`src/ujh_pkg.sv`:
```
// Summary of operation
// CRC-off bit set skips CRC, clear computes.
// Issuer sets last-header flag in final header.
// Count zero, null base: use embedded header words.
// Issuer writes reserved header bits as zero.
// Block bits outside 40..5114 are reserved.
// Collection type: separate, or 2/4/6-row interleaver.
// Collection-select zero interlaces all three streams.
// Channel count only for interleaver; zero reserved.
// Stage two punctures on zero, repeats on one.
// Restart bit reloads errors, else keeps state.
// Input fetch starts at input bit offset.
// First encoded bit goes at output offset.
// Chained bit marks block as transport-block follower.
// Parity offsets apply when collection-select is set.
// Code-block count yields the internal X parameter.
// Systematic error fields widened by two bits.
// Parity fields widened by three or two bits.
// Issuer zeroes stage-one decrement for enhanced channel.
// Issuer sets stage-one initials above zero there.
// Each parity stream has own stage-two values.
// Descriptor carries up to eight header words.
// Subtract decrement per bit; select at zero.
`default_nettype none

package ujh_pkg;

	// ------------------------------------------------------------
	// Register map, byte addresses on the register bus.
	// ------------------------------------------------------------
	localparam logic [7:0] ADDR_CTRL   = 8'h00;
	localparam logic [7:0] ADDR_JOB    = 8'h04;
	localparam logic [7:0] ADDR_HBASE  = 8'h08;
	localparam logic [7:0] ADDR_INPTR  = 8'h0C;
	localparam logic [7:0] ADDR_STATUS = 8'h10;
	localparam logic [7:0] ADDR_EPLUS  = 8'h14;
	localparam logic [7:0] ADDR_RMERR  = 8'h18;
	// Header word memory sits at 0x40..0x7C: slots 0-7 embedded.
	localparam logic [1:0] MEM_REGION  = 2'h1;
	localparam int         CTRL_START  = 0;

	// ------------------------------------------------------------
	// Reset values, limits and counts.
	// ------------------------------------------------------------
	localparam logic [31:0] RST_WORD  = 32'h0000_0000;
	localparam logic [15:0] RST_EPLUS = 16'h0000;
	localparam logic [12:0] CBS_MIN   = 13'h0028;
	localparam logic [12:0] CBS_MAX   = 13'h13FA;
	localparam logic [3:0]  HDR_WORDS = 4'h8;

	typedef enum {SEQ_IDLE, SEQ_FETCH, SEQ_LOAD} ujh_seq_t;

	// ------------------------------------------------------------
	// Header word layouts.
	// ------------------------------------------------------------
	typedef struct packed {
		logic [2:0]  rsv;
		logic [3:0]  phys_ch;
		logic [2:0]  hdr_count;
		logic        crc_off;
		logic        last_header_flag;
		logic        scrambler_off;
		logic        rm_restart;
		logic        repeat_sel;
		logic        chained;
		logic        coll_sel;
		logic [1:0]  coll_type;
		logic [12:0] block_bits;
	} ujh_w0_t;

	typedef struct packed {
		logic [15:0] hi;
		logic [15:0] lo;
	} ujh_half_t;

	// One word carrying two error fields with their extensions.
	typedef struct packed {
		logic        rsv;
		logic [1:0]  hi_ext;
		logic [12:0] hi;
		logic [2:0]  lo_ext;
		logic [12:0] lo;
	} ujh_epair_t;

	typedef struct packed {
		logic [7:0]  rsv;
		logic [7:0]  ncb;
		logic [2:0]  rsv2;
		logic [12:0] first_parity_stage2_decrement;
	} ujh_w7_t;

	typedef struct packed {
		logic        rsv;
		logic        embedded;
		logic        last_err;
		logic        phys_err;
		logic        size_err;
		logic        cfg_valid;
		logic        busy;
	} ujh_status_t;

	// Decoded configuration handed to the encoder engine.
	typedef struct packed {
		logic        crc_en;
		logic        scram_en;
		logic        interlace;
		logic [2:0]  rows;
		logic [3:0]  phys_ch;
		logic        repeat_en;
		logic        chained;
		logic        par_off_en;
		logic [31:0] in_ptr;
		logic [15:0] in_bit_off;
		logic [15:0] out_bit_off;
		logic [15:0] pfo;
		logic [15:0] pso;
		logic [7:0]  x_param;
		logic [15:0] sys_eini;
		logic [15:0] sys_eminus;
		logic [15:0] p1_eini1;
		logic [15:0] p2_eini1;
		logic [15:0] p1_eini2;
		logic [15:0] p2_eini2;
		logic [15:0] p_eminus1;
		logic [15:0] p1_eminus2;
		logic [15:0] p2_eminus2;
	} ujh_cfg_t;

	// Widens a base error field by its extension bits.
	function automatic logic [15:0] widen(
		input logic [12:0] base,
		input logic [2:0]  ext
	);
		return {ext, base};
	endfunction : widen

	// Merges bus write data into a register under byte enables.
	function automatic logic [31:0] be_merge(
		input logic [31:0] old,
		input logic [31:0] wdata,
		input logic [3:0]  be
	);
		logic [31:0] r;
		r = old;
		for (int i = 0; i < 4; i++)
			if (be[i])
				r[i*8 +: 8] = wdata[i*8 +: 8];
		return r;
	endfunction : be_merge

endpackage : ujh_pkg

`default_nettype wire

```
`src/ujh_hdr_mem.sv`:
```
`default_nettype none

// ----------------------------------------------------------------
// Header word store: sixteen words, byte writes, registered read.
// ----------------------------------------------------------------
module ujh_hdr_mem (
	// Clock.
	input  wire logic        mclk,
	// Write port.
	input  wire logic        we,
	input  wire logic [3:0]  waddr,
	input  wire logic [31:0] wdata,
	input  wire logic [3:0]  wbe,
	// Read port.
	input  wire logic [3:0]  raddr,
	output var  logic [31:0] rdata
);

	logic [31:0] mem_r [16];

	// Write under byte enables; read data come out one edge later.
	always_ff @(posedge mclk)
	begin
		if (we)
			mem_r[waddr] <= ujh_pkg::be_merge(mem_r[waddr], wdata, wbe);
		rdata <= mem_r[raddr];
	end

endmodule : ujh_hdr_mem

`default_nettype wire

```
`src/ujh_decode.sv`:
```
// Added by the designer: the register offsets and the Avalon-MM slave port.
`default_nettype none

// ----------------------------------------------------------------
// Job header decoder with register bus and error-variable engine.
// ----------------------------------------------------------------
module ujh_decode (
	// Clock and reset.
	input  wire logic             mclk,
	input  wire logic             rst,
	// Register bus.
	input  wire logic [7:0]       avs_address,
	input  wire logic             avs_read,
	input  wire logic             avs_write,
	input  wire logic [31:0]      avs_writedata,
	input  wire logic [3:0]       avs_byteenable,
	output var  logic [31:0]      avs_readdata,
	output var  logic             avs_waitrequest,
	// Engine side.
	output var  ujh_pkg::ujh_cfg_t cfg,
	output var  logic             cfg_valid,
	input  wire logic             rm_step,
	output var  logic             rm_sel
);

	// ------------------------------------------------------------
	// State.
	// ------------------------------------------------------------
	ujh_pkg::ujh_seq_t  seq_r;
	logic [3:0]         idx_r;
	logic               bank_r;
	logic [31:0]        hw_r [8];
	logic               phase_r;
	logic [3:0]         job_count_r;
	logic [31:0]        hbase_r;
	logic [31:0]        inptr_r;
	logic [15:0]        eplus_r;
	logic signed [19:0] e_r;
	logic               size_err_r;
	logic               phys_err_r;
	logic               last_err_r;
	logic [31:0]        mem_rdata;

	// ------------------------------------------------------------
	// Bus decode.
	// ------------------------------------------------------------
	wire        req       = avs_read | avs_write;
	wire        ack       = req & ~avs_waitrequest;
	wire        busy      = (seq_r != ujh_pkg::SEQ_IDLE);
	wire        sel_mem   = (avs_address[7:6] == ujh_pkg::MEM_REGION);
	wire        wr_ack    = ack & avs_write;
	wire        wr_ctrl   = wr_ack & (avs_address == ujh_pkg::ADDR_CTRL);
	wire        start     = wr_ctrl & avs_byteenable[0]
				& avs_writedata[ujh_pkg::CTRL_START];
	wire [31:0] wmerge_j  = ujh_pkg::be_merge({28'h000_0000, job_count_r},
				avs_writedata, avs_byteenable);
	wire [31:0] wmerge_h  = ujh_pkg::be_merge(hbase_r, avs_writedata,
				avs_byteenable);
	wire [31:0] wmerge_i  = ujh_pkg::be_merge(inptr_r, avs_writedata,
				avs_byteenable);
	wire [31:0] wmerge_e  = ujh_pkg::be_merge({16'h0000, eplus_r},
				avs_writedata, avs_byteenable);
	// Header words are taken from the descriptor itself only when no
	// separate header area is named.
	wire        embedded  = (job_count_r == 4'h0)
				& (hbase_r == ujh_pkg::RST_WORD);

	ujh_pkg::ujh_status_t st;
	assign st = '{rsv: 1'b0, embedded: ~bank_r, last_err: last_err_r,
		phys_err: phys_err_r, size_err: size_err_r,
		cfg_valid: cfg_valid, busy: busy};

	wire [31:0] rd_mux =
		sel_mem ? mem_rdata :
		(avs_address == ujh_pkg::ADDR_JOB)    ? {28'h000_0000, job_count_r} :
		(avs_address == ujh_pkg::ADDR_HBASE)  ? hbase_r :
		(avs_address == ujh_pkg::ADDR_INPTR)  ? inptr_r :
		(avs_address == ujh_pkg::ADDR_STATUS) ? {25'h000_0000, st} :
		(avs_address == ujh_pkg::ADDR_EPLUS)  ? {16'h0000, eplus_r} :
		(avs_address == ujh_pkg::ADDR_RMERR)  ? {{12{e_r[19]}}, e_r} :
		ujh_pkg::RST_WORD;

	// ------------------------------------------------------------
	// Header word store; the sequencer owns the read port when busy.
	// ------------------------------------------------------------
	wire [3:0] mem_raddr = busy ? {bank_r, idx_r[2:0]}
				: avs_address[5:2];

	ujh_hdr_mem u_mem (
		.mclk  (mclk),
		.we    (wr_ack & sel_mem),
		.waddr (avs_address[5:2]),
		.wdata (avs_writedata),
		.wbe   (avs_byteenable),
		.raddr (mem_raddr),
		.rdata (mem_rdata)
	);

	// ------------------------------------------------------------
	// Bus handshake: request seen, data fetched, one low wait cycle.
	// A request that arrives while a header fetch runs is held off.
	// ------------------------------------------------------------
	wire phase_nxt = req & avs_waitrequest & ~phase_r & ~busy;

	always_ff @(posedge mclk)
	begin
		if (rst)
		begin
			phase_r         <= 1'b0;
			avs_waitrequest <= 1'b1;
			avs_readdata    <= ujh_pkg::RST_WORD;
		end
		else
		begin
			phase_r         <= phase_nxt;
			avs_waitrequest <= ~phase_r;
			if (phase_r)
				avs_readdata <= rd_mux;
		end
	end

	// Software registers; writes land on the acknowledging edge.
	always_ff @(posedge mclk)
	begin
		if (rst)
		begin
			job_count_r <= 4'h0;
			hbase_r     <= ujh_pkg::RST_WORD;
			inptr_r     <= ujh_pkg::RST_WORD;
			eplus_r     <= ujh_pkg::RST_EPLUS;
		end
		else if (wr_ack)
		begin
			if (avs_address == ujh_pkg::ADDR_JOB)
				job_count_r <= wmerge_j[3:0];
			if (avs_address == ujh_pkg::ADDR_HBASE)
				hbase_r <= wmerge_h;
			if (avs_address == ujh_pkg::ADDR_INPTR)
				inptr_r <= wmerge_i;
			if (avs_address == ujh_pkg::ADDR_EPLUS)
				eplus_r <= wmerge_e[15:0];
		end
	end

	// ------------------------------------------------------------
	// Fetch sequencer: reads all eight header words, then loads.
	// ------------------------------------------------------------
	wire [2:0] cap_idx = 3'(idx_r - 4'h1);

	always_ff @(posedge mclk)
	begin
		if (rst)
		begin
			seq_r  <= ujh_pkg::SEQ_IDLE;
			idx_r  <= 4'h0;
			bank_r <= 1'b0;
		end
		else
		begin
			unique case (seq_r)
				ujh_pkg::SEQ_IDLE:
					if (start)
					begin
						seq_r  <= ujh_pkg::SEQ_FETCH;
						idx_r  <= 4'h0;
						bank_r <= ~embedded;
					end
				ujh_pkg::SEQ_FETCH:
				begin
					idx_r <= idx_r + 4'h1;
					if (idx_r == ujh_pkg::HDR_WORDS)
						seq_r <= ujh_pkg::SEQ_LOAD;
				end
				ujh_pkg::SEQ_LOAD:
					seq_r <= ujh_pkg::SEQ_IDLE;
			endcase
		end
	end

	// Captured words trail the read address by one edge.
	always_ff @(posedge mclk)
	begin
		if (seq_r == ujh_pkg::SEQ_FETCH && idx_r != 4'h0)
			hw_r[cap_idx] <= mem_rdata;
	end

	// ------------------------------------------------------------
	// Field decode of the captured header words.
	// ------------------------------------------------------------
	ujh_pkg::ujh_w0_t    w0;
	ujh_pkg::ujh_half_t  w1;
	ujh_pkg::ujh_half_t  w2;
	ujh_pkg::ujh_epair_t w3;
	ujh_pkg::ujh_epair_t w4;
	ujh_pkg::ujh_epair_t w5;
	ujh_pkg::ujh_epair_t w6;
	ujh_pkg::ujh_w7_t    w7;
	ujh_pkg::ujh_cfg_t   cfg_nxt;

	assign w0 = hw_r[0];
	assign w1 = hw_r[1];
	assign w2 = hw_r[2];
	assign w3 = hw_r[3];
	assign w4 = hw_r[4];
	assign w5 = hw_r[5];
	assign w6 = hw_r[6];
	assign w7 = hw_r[7];

	wire size_ok = (w0.block_bits >= ujh_pkg::CBS_MIN)
		& (w0.block_bits <= ujh_pkg::CBS_MAX);
	wire rect    = w0.coll_sel & (w0.coll_type != 2'h0);

	// Reserved fields are never interpreted, only ignored.
	assign cfg_nxt.crc_en      = ~w0.crc_off;
	assign cfg_nxt.scram_en    = ~w0.scrambler_off;
	assign cfg_nxt.interlace   = ~w0.coll_sel;
	assign cfg_nxt.rows        = rect ? {w0.coll_type, 1'b0} : 3'h0;
	assign cfg_nxt.phys_ch     = rect ? w0.phys_ch : 4'h0;
	assign cfg_nxt.repeat_en   = w0.repeat_sel;
	assign cfg_nxt.chained     = w0.chained;
	assign cfg_nxt.par_off_en  = w0.coll_sel;
	assign cfg_nxt.in_ptr      = inptr_r;
	assign cfg_nxt.in_bit_off  = w1.lo;
	assign cfg_nxt.out_bit_off = w1.hi;
	assign cfg_nxt.pfo         = w2.lo;
	assign cfg_nxt.pso         = w2.hi;
	assign cfg_nxt.x_param     = w7.ncb;
	assign cfg_nxt.sys_eini    = ujh_pkg::widen(w3.lo,
		{1'b0, w3.lo_ext[1:0]});
	assign cfg_nxt.sys_eminus  = ujh_pkg::widen(w3.hi, {1'b0, w3.hi_ext});
	assign cfg_nxt.p1_eini1    = ujh_pkg::widen(w4.lo, w4.lo_ext);
	assign cfg_nxt.p2_eini1    = ujh_pkg::widen(w4.hi, {1'b0, w4.hi_ext});
	assign cfg_nxt.p1_eini2    = ujh_pkg::widen(w5.lo, w5.lo_ext);
	assign cfg_nxt.p2_eini2    = ujh_pkg::widen(w5.hi, {1'b0, w5.hi_ext});
	assign cfg_nxt.p_eminus1   = ujh_pkg::widen(w6.lo, w6.lo_ext);
	assign cfg_nxt.p2_eminus2  = ujh_pkg::widen(w6.hi, {1'b0, w6.hi_ext});
	assign cfg_nxt.p1_eminus2  = ujh_pkg::widen(
		w7.first_parity_stage2_decrement, 3'h0);

	// Load the decoded set; an out-of-range size leaves it invalid.
	always_ff @(posedge mclk)
	begin
		if (rst)
		begin
			cfg        <= '0;
			cfg_valid  <= 1'b0;
			size_err_r <= 1'b0;
			phys_err_r <= 1'b0;
			last_err_r <= 1'b0;
		end
		else if (start)
			cfg_valid <= 1'b0;
		else if (seq_r == ujh_pkg::SEQ_LOAD)
		begin
			cfg        <= cfg_nxt;
			cfg_valid  <= size_ok;
			size_err_r <= ~size_ok;
			phys_err_r <= rect & (w0.phys_ch == 4'h0);
			last_err_r <= ~w0.last_header_flag;
		end
	end

	// ------------------------------------------------------------
	// Systematic error variable: reloaded or carried across blocks.
	// ------------------------------------------------------------
	wire signed [19:0] e_dec = e_r - $signed({4'h0, cfg.sys_eminus});
	wire               hit   = (e_dec <= 20'sh0_0000);

	always_ff @(posedge mclk)
	begin
		if (rst)
		begin
			e_r    <= 20'sh0_0000;
			rm_sel <= 1'b0;
		end
		else
		begin
			rm_sel <= rm_step & cfg_valid & hit;
			if (seq_r == ujh_pkg::SEQ_LOAD && w0.rm_restart)
				e_r <= $signed({4'h0, cfg_nxt.sys_eini});
			else if (rm_step && cfg_valid)
				e_r <= hit ? e_dec + $signed({4'h0, eplus_r}) : e_dec;
		end
	end

	wire in_load = (seq_r == ujh_pkg::SEQ_LOAD);
endmodule : ujh_decode

`default_nettype wire

```
`config.mk`:
```
export PLATFORM = sky130hd
export DESIGN_NAME = ujh_decode
export DESIGN_NICKNAME = d
export VERILOG_FILES = /design/src/ujh_pkg.sv /design/src/ujh_hdr_mem.sv /design/src/ujh_decode.sv
export SDC_FILE = /design/constraint.sdc
export NUM_CORES = 2
export LEC_CHECK = 0
export ABC_CLOCK_PERIOD_IN_PS = 8850
export BUFFER_PORTS_ARGS = -buffer_cell sky130_fd_sc_hd__buf_2
export CAP_MARGIN = 20
export CORE_ASPECT_RATIO = 0.9
export CORE_UTILIZATION = 55
export CTS_BUF_LIST = sky130_fd_sc_hd__clkbuf_16
export DETAILED_ROUTE_END_ITERATION = 10
export PLACE_DENSITY = 0.74
export RECOVER_POWER = 100
export SYNTH_ARGS = -nofsm -noshare
export SYNTH_HDL_FRONTEND = slang
export SYNTH_SLANG_ARGS = --single-unit
```
`constraint.sdc`:
```
create_clock -name mclk -period 8.85 [get_ports mclk]
set_input_delay 1.77 -clock mclk [delete_from_list [all_inputs] [get_ports mclk]]
set_output_delay 1.77 -clock mclk [all_outputs]
set_load 0.005 [all_outputs]
```
==> impl_metrics.csv <==
group,metric,value,unit
sta,rsz0062_at_grt,"false",
synth,synth_area,0.0446,mm2
detailed_routing,ant_nets,0,
die,coreArea,0.0798,mm2
worst_setup_path,critPathMaxFanout,82,
clock_network,cts-root-buf,"clkbuf_16",
synth,synthArstFlopShare,0,%
synth,yosys_warnings,0,
sta,maxSlewViolCount,333,
detailed_routing,dr.pass1.iters,8,
synth,synth_mux_area_share,7.50,%
sta,tns,0,ps
clock_network,cts_hold_buf,0,
finish,syn2layout_area_growth,13.0,%
sta,report.final.hold_viol_count,0,
run_status,status,"finished, violations left",
sta,fin_ws,2630,ps
clock_network,clk_latency,690,ps
run_status,violations,"max-capacitance violations, max-slew violations",
finish,layout-drive-gt1-share,11.4,%
pwr,vdd_drop_max,0.177,mV
worst_setup_path,critPathKind,"primary input to flop",
synth,synth_top_family_by_area,"simple AND/OR/NAND/NOR gates",
global_route,grt_overflow,0,
clock_network,cts.clk_slew.worst_paths,60,ps
synth,yosys.area_share.simple,10.3,%
synth,synth_fa_ha_area_share,1.13,%
synth,synth_compound_area_share,8.61,%
synth,synth_top_area_share,50.2,%
detailed_routing,finalWirelength,123000,um
clock_network,cts_resized,0,
global_route,grt_pass1_vias,27600,
sta,slew_headroom,-174,%
die,initial_core_util,55.9,%
place,dp_hpwl,76800,um
detailed_routing,vias,29500,
synth,avgSynthCellArea,13.0,um2
place,place_ws,3910,ps
run,maxCapViolations,10,
synth,ys_seq_elements,1180,
detailed_routing,drtIter0Drc,3716,
global_route,grt_first_pass_wirelength,178000,um
clock_network,numCtsBuffers,110,
synth,synthTopCellsByArea,"edfxtp_1, dfxtp_1, mux4_2",
synth,ys.flop_type,"edfxtp_1",
synth,ys_types,70,
die,die_h,272,um
clock_network,post_cts_buffers,0,
die,die-area,0.0823,mm2
clock_network,cts_tree,"done",
clock_network,clock_path_buffers,3,
die,rows,98,
pwr,pwr_density_cell,218,mW/mm2
sta,setup_viol_count_final,0,
worst_setup_path,cp-end-kind,"flop",
die,io-pin-count,345,
global_route,antenna_found_initial,12,
detailed_routing,drcViolationCount,0,
finish,finalNetCount,3802,
worst_setup_path,required,9390,ps
pwr,leakage,16.6,nW
sta,worst_slew_pin_slew,4110,ps
clock_network,cts.sinks,1180,
place,io_buffers,335,
sta,min_period_over_period,70.3,%
worst_setup_path,start_kind,"primary input",
global_route,grt_max_degree,234,
synth,synth_top_cell_by_area,"edfxtp_1",
synth,synth_sequential_area_ratio,69.7,%
detailed_routing,routedWlPerCell,25.2,um
sta,fmax,161,MHz
detailed_routing,vias_per_cell,6.05,
die,die_w,302,um
global_route,grt_usage,29.5,%
sta,period_needed,6220,ps
synth,synth_xor_area_share,0.608,%
place,gp_congestion,0.956,
synth,synth_cells,3438,
hold_path,hp-class,"flop to flop",
synth,synth-edff-count,746,
clock_network,cts.htree.levels,3,
worst_setup_path,worst_ep_arrival_time,6760,ps
sta,skew,21.0,ps
[cell families after synthesis]
kind of cell / after synthesis
compound gates: 650
flops: 1180
mux: 174
xor+xnor: 31
buf+inv: 243
simple gates: 1120
other cells: 1
fa+ha+maj: 39
[metrics by stage]
step	power (mW)	instance area (um2)	util (%)	hold slack (ps)	instances
CTS	11.0	50800	63.6	421	4862
global placement	6.43	47200	59.1	416	4651
detailed placement	6.44	47200	59.2	415	4652
finish	11.0	50400	63.1	428	4866
global route	11.2	50400	63.1	448	4865
floorplan	6.22	44700	-	406	3446
[final cells by class]
| class | count | area (um2) |
|---|---|---|
| Antenna cell | 4 | 10.0 |
| Clock buffer | 112 | 2800 |
| Clock inverter | 98 | 763 |
| Fill cell | 6073 | 29400 |
| Inverter | 32 | 120 |
| Multi-Input combinational cell | 2023 | 12700 |
| Sequential cell | 1180 | 31100 |
| Tap cell | 1050 | 1310 |
| Timing Repair Buffer | 367 | 1650 |
[path summary, 6_finish.rpt]
kind	startpoint	to	slack (ps)	depth (start not counted)
setup / recovery	rst	e_r[7]	2630	5
hold / removal	hw_r[0][19]	cfg[259]	430	1
hold reg to reg	hw_r[0][19]	cfg[259]	430	1
setup reg to reg	seq_r[1]	u_mem.rdata[1]	3920	9
[layout by cell type, fill, tap and decap left out, types with 8 or more instances in the layout]
master / instances
clkbuf_1: 224
buf_2: 117
conb_1: 9
bufinv_16: 11
a211oi_1: 72
a21oi_1: 379
mux2i_1: 41
a31oi_1: 37
nand3_1: 70
a22oi_1: 15
buf_4: 17
xor2_1: 13
clkinv_1: 33
nor2_1: 188
o21ai_0: 48
inv_1: 61
and2_0: 24
nand2_1: 732
clkbuf_16: 112
edfxtp_1: 746
nor3_1: 22
a222oi_1: 14
and2_1: 15
o22ai_1: 9
dfxtp_1: 433
a221oi_1: 8
xnor2_1: 18
mux4_2: 128
o21a_1: 9
clkinv_2: 16
ha_1: 37
nor4_1: 17
a21o_1: 10
[report_power, final]
group          switching [mW]  internal, mW  leakage (nW)
clock network            2.05          2.62          1.85
registers               0.115          5.89          10.2
logic                   0.219         0.103          4.51
total                    2.38          8.61          16.6
[metal layers]
| layer | share of wire [%] | track usage (%) |
|---|---|---|
| met4 | 3.6 | 10.9 |
| met3 | 9.5 | 5.23 |
| met1 | 39 | 40.4 |
| met5 | 0.0073 | 0 |
| met2 | 48 | 47.4 |
[critical path, stage by stage]
cell and delay (ps):
clkbuf_1 2800, inv_1 1220, and4_1 560, a31oi_1 130, o21ai_0 140
[cells in the mapped netlist (7+ instances only)]
cell type,instances
a211oi_1,72
a21o_1,10
a21oi_1,379
a221oi_1,8
a222oi_1,14
a22oi_1,15
a31oi_1,37
and2_1,38
and3_1,7
buf_1,20
buf_2,10
buf_4,9
clkbuf_1,171
dfxtp_1,434
edfxtp_1,746
ha_1,37
inv_1,32
mux2i_1,44
mux4_2,128
nand2_1,731
nand3_1,70
nand4_1,7
nor2_1,193
nor2b_1,7
nor3_1,24
nor4_1,17
o21a_1,9
o21ai_0,44
o21ai_1,9
o22ai_1,9
xnor2_1,18
xor2_1,13
[flip-flops by register name, summed over array words and instances, names as in the netlist, 16 cells and up]
| name | count |
|---|---|
| e_r | 20 |
| u_mem.mem_r | 512 |
| eplus_r | 16 |
| cfg | 252 |
| hw_r | 234 |
| u_mem.rdata | 32 |
| avs_readdata | 32 |
| inptr_r | 32 |
| hbase_r | 32 |
Note: power is estimated with default switching activity, not from simulation.
